[config.mk]
export PLATFORM = sky130hd
export DESIGN_NAME = cst_coast_trip
export DESIGN_NICKNAME = d
export VERILOG_FILES = /design/src/logic/cst_coast_trip.v
export VERILOG_INCLUDE_DIRS = /design/src /design/src/logic
export SDC_FILE = /design/constraint.sdc
export NUM_CORES = 1
export LEC_CHECK = 0
export ABC_AREA = 1
export ABC_CLOCK_PERIOD_IN_PS = 1900
export BUFFER_PORTS_ARGS = -buffer_cell sky130_fd_sc_hd__buf_2
export CAP_MARGIN = 20
export CORE_ASPECT_RATIO = 0.7
export CORE_MARGIN = 3
export CORE_UTILIZATION = 50
export CTS_BUF_LIST = sky130_fd_sc_hd__clkbuf_2
export DETAILED_ROUTE_END_ITERATION = 7
export MAX_ROUTING_LAYER = met4
export PLACE_DENSITY_LB_ADDON = 0.15
export SLEW_MARGIN = 10
export SYNTH_ARGS = -nofsm -noshare
export SYNTH_HDL_FRONTEND = slang
export SYNTH_SLANG_ARGS = --single-unit
export TNS_END_PERCENT = 1
[constraint.sdc]
create_clock -name clock -period 1.9 [get_ports clock]
set_input_delay 0.38 -clock clock [delete_from_list [all_inputs] [get_ports clock]]
set_output_delay 0.38 -clock clock [all_outputs]
set_load 0.03 [all_outputs]
[src/logic/cst_defines.vh]
// constants for the coast stop and external trip block
// assumes a 100 MHz clock and a 32-bit classic wishbone slave
`ifndef CST_DEFINES_VH
`define CST_DEFINES_VH
// register byte offsets
`define CST_REG_CTRL 8'h00
`define CST_REG_DELAY 8'h04
`define CST_REG_FUNC 8'h08
`define CST_REG_POL 8'h0c
`define CST_REG_STATUS 8'h10
`define CST_REG_IRQ_STAT 8'h14
`define CST_REG_IRQ_MASK 8'h18
`define CST_REG_HIST 8'h1c
`define CST_REG_CMD 8'h20
// ctrl fields
`define CST_CTRL_SPEED_SEL 0
`define CST_CTRL_GUARD 1
// interrupt event bits
`define CST_IRQ_TRIP 0
`define CST_IRQ_COAST 1
`define CST_IRQ_RESTART 2
// terminal function codes
`define CST_FN_COAST 5'h0b
`define CST_FN_FAULT 5'h0c
`define CST_FN_RESET 5'h12
// fault code shown while tripped
`define CST_FAULT_CODE 8'h0c
// reset values
`define CST_FUNC_RST 32'h0000_0000
`define CST_POL_RST 6'h00
// timing: delay unit is 1 ms, clock period 10 ns
`define CST_DELAY_UNIT_NS 1000000
`define CST_CLK_NS 10
`define CST_PU_SETTLE 2'h3
`endif

[src/logic/cst_coast_trip.v]
// coast stop and external trip control for a motor drive
// assumes async terminal pins, wishbone master on same clock
//
// The Wishbone slave port and the placing of the registers were decided locally.
`timescale 1ns/1ns
`include "cst_defines.vh"
module cst_coast_trip #(
	parameter TICK_CYCLES = `CST_DELAY_UNIT_NS / `CST_CLK_NS,
	parameter NUM_IN = 6,
	parameter SPD_W = 16
) (
	input wire clock,
	input wire reset_n,
	input wire wb_cyc_i,
	input wire wb_stb_i,
	input wire wb_we_i,
	input wire [7:0] wb_adr_i,
	input wire [3:0] wb_sel_i,
	input wire [31:0] wb_dat_i,
	output reg [31:0] wb_dat_o,
	output reg wb_ack_o,
	input wire [NUM_IN-1:0] term_in,
	input wire run_cmd_in,
	input wire keypad_reset_in,
	input wire [SPD_W-1:0] motor_speed_in,
	output reg gate_on_ff,
	output reg ramp_run_ff,
	output reg [SPD_W-1:0] start_freq_ff,
	output reg restart_ff,
	output reg alarm_ff,
	output reg [7:0] fault_code_ff,
	output reg irq_ff
);
	// one-hot states
	localparam [6:0] ST_STOP = 7'h01;
	localparam [6:0] ST_RUN = 7'h02;
	localparam [6:0] ST_COAST = 7'h04;
	localparam [6:0] ST_WAIT = 7'h08;
	localparam [6:0] ST_TRIP = 7'h10;
	localparam [6:0] ST_RSTH = 7'h20;
	localparam [6:0] ST_GUARD = 7'h40;

	// true if any input carrying this code is active
	function fn_active;
		input [NUM_IN-1:0] lvl;
		input [5*NUM_IN-1:0] map;
		input [4:0] code;
		integer i;
		begin
			fn_active = 1'b0;
			for (i = 0; i < NUM_IN; i = i + 1)
				if (lvl[i] && map[5*i +: 5] == code)
					fn_active = 1'b1;
		end
	endfunction

	// software registers
	reg speed_sel_ff; // restart from speed
	reg guard_ff; // power-on run guard
	reg [15:0] delay_ff; // restart delay, ms
	reg [31:0] func_ff; // input function map
	reg [NUM_IN-1:0] pol_ff; // input polarity
	reg [2:0] irq_stat_ff; // sticky events
	reg [2:0] irq_mask_ff; // event enables
	reg soft_rst_ff; // software reset level
	reg [7:0] hist_ff; // trip history count

	// synchronisers, first stage read only by second
	reg [NUM_IN+1:0] sync1_ff;
	reg [NUM_IN+1:0] sync2_ff;

	// control state
	reg [6:0] state_ff;
	reg [6:0] nxt_state;
	reg fault_prev_ff; // fault edge detect
	reg rst_prev_ff; // reset release detect
	reg run_prev_ff; // run edge detect
	reg decel_ff; // controlled stop running
	reg [1:0] pu_cnt_ff; // power-up settle
	reg pu_done_ff; // power-up check done
	reg [15:0] dly_cnt_ff; // delay units left
	reg [31:0] tick_cnt_ff; // cycles per unit
	reg nxt_restart;
	reg [2:0] ev_set;

	// polarity-corrected terminals
	wire [NUM_IN-1:0] term_lvl = sync2_ff[NUM_IN-1:0] ^ pol_ff;
	wire run_lvl = sync2_ff[NUM_IN];
	wire key_lvl = sync2_ff[NUM_IN+1];
	wire [5*NUM_IN-1:0] fmap = func_ff[5*NUM_IN-1:0];
	wire coast_on = fn_active(term_lvl, fmap, `CST_FN_COAST);
	wire fault_on = fn_active(term_lvl, fmap, `CST_FN_FAULT);
	wire rst_on = fn_active(term_lvl, fmap, `CST_FN_RESET) | key_lvl | soft_rst_ff;
	wire fault_rise = fault_on & ~fault_prev_ff;
	wire rst_fall = rst_prev_ff & ~rst_on;
	wire run_rise = run_lvl & ~run_prev_ff;
	wire tick = (tick_cnt_ff == 32'h0000_0000);
	wire bus_req = wb_cyc_i & wb_stb_i & ~wb_ack_o;
	wire bus_wr = bus_req & wb_we_i;

	// two-stage input synchroniser
	always @(posedge clock)
	begin
		if (!reset_n)
		begin
			sync1_ff <= {(NUM_IN+2){1'b0}};
			sync2_ff <= {(NUM_IN+2){1'b0}};
		end
		else
		begin
			sync1_ff <= {keypad_reset_in, run_cmd_in, term_in};
			sync2_ff <= sync1_ff;
		end
	end

	// next state and events
	always @*
	begin
		nxt_state = state_ff;
		nxt_restart = 1'b0;
		ev_set = 3'h0;
		if (fault_rise && state_ff != ST_TRIP)
		begin
			// fault wins over every other cause
			nxt_state = ST_TRIP;
			ev_set[`CST_IRQ_TRIP] = 1'b1;
		end
		else
		begin
			case (state_ff)
			ST_STOP:
				if (!pu_done_ff)
				begin
					// ignore run held at power-up
					if (pu_cnt_ff == `CST_PU_SETTLE && run_lvl && guard_ff)
						nxt_state = ST_GUARD;
				end
				else if (coast_on)
					nxt_state = ST_COAST;
				else if (run_lvl)
				begin
					nxt_state = ST_RUN;
					nxt_restart = 1'b1;
				end
			ST_RUN:
				if (coast_on)
				begin
					nxt_state = ST_COAST;
					ev_set[`CST_IRQ_COAST] = 1'b1;
				end
				else if (!run_lvl)
					nxt_state = ST_STOP;
			ST_COAST:
				if (!coast_on)
				begin
					if (!run_lvl)
						nxt_state = ST_STOP;
					else if (delay_ff == 16'h0000)
					begin
						nxt_state = ST_RUN;
						nxt_restart = 1'b1;
					end
					else
						nxt_state = ST_WAIT;
				end
			ST_WAIT:
				if (coast_on)
					nxt_state = ST_COAST;
				else if (!run_lvl)
					nxt_state = ST_STOP;
				else if (dly_cnt_ff == 16'h0000)
				begin
					nxt_state = ST_RUN;
					nxt_restart = 1'b1;
				end
			ST_TRIP:
				// held until a reset, fault level ignored
				if (rst_on)
					nxt_state = ST_RSTH;
			ST_RSTH:
				if (!rst_on)
					nxt_state = guard_ff ? ST_GUARD : ST_STOP;
			ST_GUARD:
				if (run_rise)
				begin
					nxt_state = ST_RUN;
					nxt_restart = 1'b1;
				end
				else if (rst_fall || !run_lvl)
					nxt_state = ST_STOP;
			default:
				nxt_state = ST_STOP;
			endcase
		end
		if (nxt_restart)
			ev_set[`CST_IRQ_RESTART] = 1'b1;
	end

	// state, edges, power-up window
	always @(posedge clock)
	begin
		if (!reset_n)
		begin
			state_ff <= ST_STOP;
			fault_prev_ff <= 1'b0;
			rst_prev_ff <= 1'b0;
			run_prev_ff <= 1'b0;
			pu_cnt_ff <= 2'h0;
			pu_done_ff <= 1'b0;
		end
		else
		begin
			state_ff <= nxt_state;
			fault_prev_ff <= fault_on;
			rst_prev_ff <= rst_on;
			run_prev_ff <= run_lvl;
			// wait for the synchroniser to fill
			if (pu_cnt_ff != `CST_PU_SETTLE)
				pu_cnt_ff <= pu_cnt_ff + 2'h1;
			else
				pu_done_ff <= 1'b1;
		end
	end

	// restart delay timer, unit prescaler
	always @(posedge clock)
	begin
		if (!reset_n)
		begin
			dly_cnt_ff <= 16'h0000;
			tick_cnt_ff <= 32'h0000_0000;
		end
		else if (state_ff == ST_COAST)
		begin
			// reload on every coast cycle, so release starts fresh
			dly_cnt_ff <= delay_ff;
			tick_cnt_ff <= TICK_CYCLES - 1;
		end
		else if (state_ff == ST_WAIT && dly_cnt_ff != 16'h0000)
		begin
			if (tick)
			begin
				tick_cnt_ff <= TICK_CYCLES - 1;
				dly_cnt_ff <= dly_cnt_ff - 16'h0001;
			end
			else
				tick_cnt_ff <= tick_cnt_ff - 32'h0000_0001;
		end
	end

	// drive outputs, all registered
	always @(posedge clock)
	begin
		if (!reset_n)
		begin
			gate_on_ff <= 1'b0;
			ramp_run_ff <= 1'b0;
			start_freq_ff <= {SPD_W{1'b0}};
			restart_ff <= 1'b0;
			alarm_ff <= 1'b0;
			fault_code_ff <= 8'h00;
			decel_ff <= 1'b0;
		end
		else
		begin
			restart_ff <= nxt_restart;
			if (nxt_restart)
				// speed pickup on every restart except one made from stop
				start_freq_ff <= (speed_sel_ff && state_ff != ST_STOP) ?
					motor_speed_in : {SPD_W{1'b0}};
			// keep gate on while ramping down from run
			if (state_ff == ST_RUN && nxt_state == ST_STOP)
				decel_ff <= 1'b1;
			else if (nxt_state != ST_STOP || motor_speed_in == {SPD_W{1'b0}})
				decel_ff <= 1'b0;
			gate_on_ff <= (nxt_state == ST_RUN) || (nxt_state == ST_STOP &&
				(decel_ff || state_ff == ST_RUN));
			ramp_run_ff <= (nxt_state == ST_RUN);
			alarm_ff <= (nxt_state == ST_TRIP);
			fault_code_ff <= (nxt_state == ST_TRIP) ? `CST_FAULT_CODE : 8'h00;
		end
	end

	// trip history, cleared by a reset command
	always @(posedge clock)
	begin
		if (!reset_n)
			hist_ff <= 8'h00;
		else if (ev_set[`CST_IRQ_TRIP] && hist_ff != 8'hff)
			hist_ff <= hist_ff + 8'h01;
		else if (rst_on && !ev_set[`CST_IRQ_TRIP])
			hist_ff <= 8'h00;
	end

	// register writes, byte lane 0 style per field
	always @(posedge clock)
	begin
		if (!reset_n)
		begin
			speed_sel_ff <= 1'b0;
			guard_ff <= 1'b0;
			delay_ff <= 16'h0000;
			func_ff <= `CST_FUNC_RST;
			pol_ff <= `CST_POL_RST;
			irq_mask_ff <= 3'h0;
			soft_rst_ff <= 1'b0;
		end
		else if (bus_wr)
		begin
			case (wb_adr_i)
			`CST_REG_CTRL:
				if (wb_sel_i[0])
				begin
					speed_sel_ff <= wb_dat_i[`CST_CTRL_SPEED_SEL];
					guard_ff <= wb_dat_i[`CST_CTRL_GUARD];
				end
			`CST_REG_DELAY:
			begin
				if (wb_sel_i[0])
					delay_ff[7:0] <= wb_dat_i[7:0];
				if (wb_sel_i[1])
					delay_ff[15:8] <= wb_dat_i[15:8];
			end
			`CST_REG_FUNC:
			begin
				if (wb_sel_i[0])
					func_ff[7:0] <= wb_dat_i[7:0];
				if (wb_sel_i[1])
					func_ff[15:8] <= wb_dat_i[15:8];
				if (wb_sel_i[2])
					func_ff[23:16] <= wb_dat_i[23:16];
				if (wb_sel_i[3])
					func_ff[31:24] <= wb_dat_i[31:24];
			end
			`CST_REG_POL:
				if (wb_sel_i[0])
					pol_ff <= wb_dat_i[NUM_IN-1:0];
			`CST_REG_IRQ_MASK:
				if (wb_sel_i[0])
					irq_mask_ff <= wb_dat_i[2:0];
			`CST_REG_CMD:
				if (wb_sel_i[0])
					soft_rst_ff <= wb_dat_i[0];
			default:
				soft_rst_ff <= soft_rst_ff;
			endcase
		end
	end

	// sticky events, set beats write-one clear
	always @(posedge clock)
	begin
		if (!reset_n)
		begin
			irq_stat_ff <= 3'h0;
			irq_ff <= 1'b0;
		end
		else
		begin
			if (bus_wr && wb_adr_i == `CST_REG_IRQ_STAT && wb_sel_i[0])
				irq_stat_ff <= (irq_stat_ff & ~wb_dat_i[2:0]) | ev_set;
			else
				irq_stat_ff <= irq_stat_ff | ev_set;
			irq_ff <= |(irq_stat_ff & irq_mask_ff);
		end
	end

	// wishbone answer, one cycle after request
	always @(posedge clock)
	begin
		if (!reset_n)
		begin
			wb_ack_o <= 1'b0;
			wb_dat_o <= 32'h0000_0000;
		end
		else
		begin
			wb_ack_o <= bus_req;
			wb_dat_o <= 32'h0000_0000;
			if (bus_req && !wb_we_i)
			begin
				case (wb_adr_i)
				`CST_REG_CTRL:
					wb_dat_o <= {30'h0, guard_ff, speed_sel_ff};
				`CST_REG_DELAY:
					wb_dat_o <= {16'h0000, delay_ff};
				`CST_REG_FUNC:
					wb_dat_o <= func_ff;
				`CST_REG_POL:
					wb_dat_o <= {{(32-NUM_IN){1'b0}}, pol_ff};
				`CST_REG_STATUS:
					wb_dat_o <= {16'h0000, fault_code_ff, 1'b0, state_ff};
				`CST_REG_IRQ_STAT:
					wb_dat_o <= {29'h0, irq_stat_ff};
				`CST_REG_IRQ_MASK:
					wb_dat_o <= {29'h0, irq_mask_ff};
				`CST_REG_HIST:
					wb_dat_o <= {24'h0, hist_ff};
				`CST_REG_CMD:
					wb_dat_o <= {31'h0, soft_rst_ff};
				default:
					// unmapped reads return zero
					wb_dat_o <= 32'h0000_0000;
				endcase
			end
		end
	end
endmodule

# Word-level counts from Yosys, hierarchy flattened
# Cells that the tools add are included.
word_totals:
  regBits: 211
  latchBits: 0
  ramBits: 0
  romBits: 0
  inputBits: 73
  out_inout_bits: 62
  elab_cells: 228
  memories: 0
classes:
  addsub: 4
  mul: 0
  div_mod_pow: 0
  order_cmp: 0
  n_eq_ne: 42
  n_shift: 0
  n_mux: 68
  n_bitwise: 19
  n_reduce_logical: 61
op_table:
  columns: ["op", "count"]
  rows:
  - ["one-hot mux 32 bit (9 select lines)", 1]
  - ["2-to-1 mux 7 bit", 16]
  - ["2-to-1 mux 16 bit", 4]
  - ["equality test 5 x 4 -> 1 bit, second input constant", 12]
  - ["one-hot mux 7 bit (7 select lines)", 1]
  - ["zero test 16 bit", 3]
  - ["2-to-1 mux 1 bit", 36]
  - ["2-to-1 mux 17 bit", 2]
  - ["equality test 8 x 5 -> 1 bit, second input constant", 4]
  - ["zero test 32 bit", 1]
  - ["2-to-1 mux 32 bit", 1]
  - ["subtractor 32 x 1 -> 32 bit, second input constant", 1]
  - ["equality test 5 bit, second input constant", 6]
  - ["logical AND 1 bit", 30]
  - ["AND reduction 3 bit", 10]
  - ["equality test 8 x 4 -> 1 bit, second input constant", 2]
  - ["2-to-1 mux 8 bit", 2]
  - ["nonzero test 16 bit", 1]
  - ["subtractor 16 x 1 -> 16 bit, second input constant", 1]
  - ["equality test 7 x 1 -> 1 bit, second input constant", 2]
  - ["equality test 7 x 2 -> 1 bit, second input constant", 2]
  - ["equality test 7 x 5 -> 1 bit, second input constant", 2]
  - ["!= test 7 x 1 -> 1 bit, second input constant", 2]
  - ["2-to-1 mux 4 bit", 3]
  - ["28 further kinds", 49]

# Logic depth before layout (Yosys ltp)
depth:
  word_depth: 21
  ltp_mapped: 14
  ltp_nobuf: 14

# Worst setup path before layout
# OpenSTA, ideal clock, no wires.
synth_path:
  path_type: "reg-to-reg"
  start: "reg tick_cnt_ff[0]"
  end: "reg dly_cnt_ff[15]"
  setup_time_ps: 134
  arrival_ps: 1648
  required_ps: 1766
  slack_ps: 118
  path_stages_with_launch: 13
  n_path_buf: 1
  synth_period_minus_slack_ps: 1782
  path_cell_list: "dfxtp_1 > inv_1 > ha_1 > nand2_1 > nor2_1 > inv_2 > nor2_2 > nand2_2 > nand2_2 > nand2_4 > buf_6 > a22oi_1 > a21oi_1"
synth_between:
  elab_chain_cells: 3
synth_rtl:
  columns: ["item", "line", "text"]
  rows:
  - ["from (decl)", "cst_coast_trip.v:82", "reg [31:0] tick_cnt_ff;"]
  - ["from (signal assigned)", "cst_coast_trip.v:237", "tick_cnt_ff <= TICK_CYCLES - 1;"]
  - ["from (signal assigned)", "cst_coast_trip.v:243", "tick_cnt_ff <= TICK_CYCLES - 1;"]
  - ["from (signal assigned)", "cst_coast_trip.v:247", "tick_cnt_ff <= tick_cnt_ff - 32'h0000_0001;"]
  - ["zero test 32 bit", "cst_coast_trip.v:97", "wire tick = (tick_cnt_ff == 32'h0000_0000);"]
  - ["nonzero test 2 bit (no source line)", null, null]
  - ["AND reduction 2 bit (no source line)", null, null]
  - ["to (signal assigned)", "cst_coast_trip.v:236", "dly_cnt_ff <= delay_ff;"]
  - ["to (signal assigned)", "cst_coast_trip.v:244", "dly_cnt_ff <= dly_cnt_ff - 16'h0001;"]
  - ["to (decl)", "cst_coast_trip.v:81", "reg [15:0] dly_cnt_ff;"]
# No other way between the ends.
# A chain may end at the register's enable or synchronous reset.

# Final worst setup path
layout_path:
  start: "reg state_ff[5]"
  end: "reg tick_cnt_ff[31]"
layout_between:
  elab_chain_cells: 2
  word_cells_on_any_way: 4
layout_rtl:
  columns: ["item", "line", "text"]
  rows:
  - ["from (decl)", "cst_coast_trip.v:73", "reg [6:0] state_ff;"]
  - ["from (signal assigned)", "cst_coast_trip.v:213", "state_ff <= nxt_state;"]
  - ["equality test 7 x 3 -> 1 bit or equality test 7 x 4 -> 1 bit (tied branches)", "cst_coast_trip.v:233, cst_coast_trip.v:239", null]
  - ["OR reduction 2 bit (no source line) or logical AND 1 bit (tied branches)", null, null]
# Several ways; a longest one is shown, not always the timed one.

==> results_dict.tcl <==
set metrics [dict create \
    num_rows 42 \
    crit_chain "nor2_4, nand2_2, inv_4, nand4_4, inv_4, nand2_8, buf_6, buf_4, nor3_4, nand3_2, a21oi_2, o21a_1" \
    clkTransAtPathRegs_ns 0.13 \
    netlist-cell-type-count 58 \
    crit_fanout 6 \
    die-area_um2 21200 \
    finalWirelength_mm 30.9 \
    combPwrFrac_pct 11.4 \
    status "finished, violations left" \
    synth_top_area_share_pct 41.7 \
    reg2reg_depth 12 \
    drv_cap 0 \
    dp.cells 1867 \
    antenna_found_initial 0 \
    finalSetupViolCount 12 \
    yosysWarnings 0 \
    viasPerCell 5.24 \
    total_power_mw 8.20 \
    async_flop_share_pct 0 \
    drtIter0Drc 1033 \
    crit_slowest_cell "dfxtp_2" \
    yosys-top-cells-area "dfxtp_1 (42%), nand2_1 (9.1%), nor2_1 (7.1%), inv_1 (5.9%), a21oi_1 (4.7%)" \
    io_pins 135 \
    synth_cells 1371 \
    yosys.area.top_type "dfxtp_1" \
    switching_power_mw 2.37 \
    fp.dieW_um 173 \
    max_slew.worst_pin.slew_ns 0.560 \
    critical_path.most_common_cell "inv_4" \
    h-tree-depth 2 \
    grt.overflow.total 0 \
    drcViolationCount 0 \
    fp.coreArea_um2 19000 \
    cts_num_sinks 203 \
    ys_seq_elements 203 \
    setup_slack_ns -0.0347 \
    reg2reg_to "tick_cnt_ff[31]$_SDFFE_PP0P_" \
    nFillCells 1629 \
    finalCriticalPeriod_ns 1.93 \
    dp.final_hpwl_mm 21.8 \
    finalNonFillerCells 2026 \
    period_share_pct 102 \
    vias 10600 \
    worstHoldStart "wb_sel_i[2]" \
    end_kind "register" \
    timing.rr.start "state_ff[5]$_SDFF_PN0_" \
    firstDrtPassIters 5 \
    cts_tree "done" \
    fin_skew_ns 0.0476 \
    rsz0062_at_grt "true" \
    peakVddDrop_mv 0.317 \
    finalHoldViolations 0 \
    p_seq_share_pct 52.7 \
    syn_area_um2 9740 \
    start_util_pct 51.2 \
    grt_max_degree 82 \
    crit_arrival_ns 2.67 \
    fin_nets 1807 \
    drive_gt1_share_pct 29.4 \
    whs_endpoint "func_ff[21]$_SDFFE_PN0P_" \
    cts_buffers 49 \
    grt_usage_pct 29.0 \
    cts_buffer_depth 3 \
    cp_slowest_stage_delay_ns 0.36 \
    postRouteAntennaNets 0 \
    grt_pass1_wl_mm 48.8 \
    sw_frac_of_total_pct 28.9 \
    avgSynthCellArea_um2 7.10 \
    slew_viol_final 0 \
    synth-main-ff-cell "dfxtp_1" \
    violations "negative setup slack" \
    hold_depth 4 \
    clock.fmax_mhz 517 \
    synth_edf_count 0 \
    pwr-share-clk_pct 35.9 \
    slew_headroom_pct 61.7 \
    p_int_mw 5.83 \
    wire_per_inst_um 15.2 \
    place_congestion 0.938 \
    clkLatencyLatePin_ns 0.81 \
    grt_pass1_vias 9538 \
    crit_type "reg2reg" \
    required_ns 2.63 \
    cts_root_buf "clkbuf_2" \
    hold_class "in2reg" \
    areaGrowthSynthToFinish_pct 35.8 \
    start_kind "register" \
    reg2reg_slack_ns -0.03 \
    die_h_um 123 \
    portBuffers 128 \
    seq_area_frac_synth_pct 41.7 \
    power.density_nw_per_um2 621 \
    p_leak_nw 6.21 \
]
[metal layers]
layer	up-vias	global-route usage, %	share of wire [%]
met4	0	7.29	1.2
met5	-	-	0
li1	5282	-	-
met1	4859	43.1	50
met3	37	5.38	8.0
met2	432	40.4	41
[worst max path at each step]
stage	start	endpoint	slack, ns	cells past startpoint
4_1_cts	state_ff[5]$_SDFF_PN0_	tick_cnt_ff[31]$_SDFFE_PP0P_	-0.02	12
3_3_place_gp	wb_adr_i[0]	wb_dat_o[2]$_SDFF_PN0_	-0.23	10
6_report	state_ff[5]$_SDFF_PN0_	tick_cnt_ff[31]$_SDFFE_PP0P_	-0.03	12
5_1_grt	state_ff[2]$_SDFF_PN0_	start_freq_ff[7]$_SDFFE_PN0P_	-0.13	9
2_1_floorplan	tick_cnt_ff[0]$_SDFFE_PN0P_	dly_cnt_ff[15]$_SDFFE_PN0P_	0.12	12
3_5_place_dp	wb_adr_i[1]	wb_dat_o[2]$_SDFF_PN0_	-0.20	10
[registers in the layout, summed over array words and instances, names as in the netlist, 16 cells and up]
name           count
delay_ff          16
tick_cnt_ff       32
start_freq_ff     16
wb_dat_o          32
func_ff           32
dly_cnt_ff        16
[layout by cell type (no fill, tap or decap), drive strengths merged, types with 4 or more instances in the layout]
| cell type | Yosys | layout |
|---|---|---|
| nor4 | 14 | 14 |
| nor2 | 199 | 199 |
| o22ai | 6 | 6 |
| a22oi | 8 | 8 |
| ha | 4 | 4 |
| xnor2 | 9 | 9 |
| nand2 | 243 | 244 |
| clkinv | 4 | 8 |
| nand4 | 43 | 43 |
| buf | 29 | 289 |
| xor2 | 11 | 11 |
| a31oi | 20 | 20 |
| a21oi | 93 | 93 |
| nand3 | 98 | 98 |
| inv | 163 | 164 |
| o21ai | 107 | 107 |
| dfxtp | 203 | 203 |
| nor3 | 62 | 62 |
| dlygate4sd3 | 0 | 61 |
| conb | 1 | 6 |
| or2 | 10 | 10 |
| clkbuf | 21 | 75 |
[timing repair]
item,in CTS,in global routing
buffers inserted,5,8
hold buffers,61,0
cloned,0,2
pin swaps,4,24
setup endpoints to repair,63,99
hold endpoints to repair,89,0
resized for setup,21,100
[cell families (layout without fill, tap and decap cells)]
| group | after synthesis | after routing | synth area share, % |
|---|---|---|---|
| and+or+nand+nor | 678 | 679 | 32.8 |
| DFF | 203 | 203 | 41.7 |
| muxes | 1 | 1 | 0.103 |
| other | 1 | 7 | 0.0385 |
| AOI/OAI and AO/OA | 247 | 247 | 13.8 |
| adders and majority gates | 4 | 4 | 0.514 |
| buffers and inverters | 217 | 601 | 9.21 |
| xor gates and xnor gates | 20 | 20 | 1.80 |
[metrics by stage]
step | TNS (ns) | util [%] | hold slack, ns | area [um2] | setup WS (ns)
global route | -4.84 | 69.5 | 0.0469 | 13200 | -0.129
floorplan | 0 | - | 0.390 | 9760 | 0.118
detailed placement | -5.24 | 61.1 | 0.399 | 11600 | -0.200
CTS | -0.0229 | 67.3 | 0.0168 | 12800 | -0.0229
finish | -0.168 | 69.5 | 0.115 | 13200 | -0.0347
global placement | -2.29 | 61.1 | 0.393 | 11600 | -0.234
[cell usage after synthesis, types with 6 or more instances]
| cell | instances |
|---|---|
| a21oi_1 | 92 |
| a22oi_1 | 8 |
| a31oi_1 | 20 |
| buf_2 | 13 |
| buf_4 | 10 |
| clkbuf_1 | 21 |
| dfxtp_1 | 203 |
| inv_1 | 154 |
| inv_2 | 7 |
| nand2_1 | 235 |
| nand3_1 | 91 |
| nand3_2 | 6 |
| nand4_1 | 41 |
| nor2_1 | 183 |
| nor2_2 | 10 |
| nor2_4 | 6 |
| nor3_1 | 55 |
| nor4_1 | 12 |
| o21ai_0 | 92 |
| o21ai_1 | 15 |
| o22ai_1 | 6 |
| xnor2_1 | 9 |
| xor2_1 | 11 |
[cell type report]
cell class / instances / area, um2 / share of cell area, %
Antenna cell: 1 / 2.50 / 0.0189
Clock buffer: 73 / 365 / 2.76
Clock inverter: 9 / 67.6 / 0.511
Inverter: 167 / 649 / 4.91
Multi-Input combinational cell: 957 / 5150 / 39.0
Sequential cell: 203 / 4080 / 30.9
Tap cell: 264 / 330 / 2.50
Timing Repair Buffer: 352 / 2570 / 19.5
[critical path: cells and delay by family, from the launching register on]
kind | cells | cell delay (ns)
AND/OR/NAND/NOR | 6 | 0.74
AO/OA/AOI/OAI | 2 | 0.27
buffers and inverters | 4 | 0.49
flip-flops | 1 | 0.36
[power by group through the flow]
stage / Clock, mW / Sequential [mW] / Combinational (mW)
2_1_floorplan: 0 / 4.43 / 0.419
4_1_cts: 3.02 / 4.33 / 0.832
6_report: 2.95 / 4.33 / 0.932
5_1_grt: 3.22 / 4.33 / 1.01
3_3_place_gp: 0 / 4.42 / 0.720
3_5_place_dp: 0 / 4.42 / 0.731
Power figures use the tool's default switching activity.
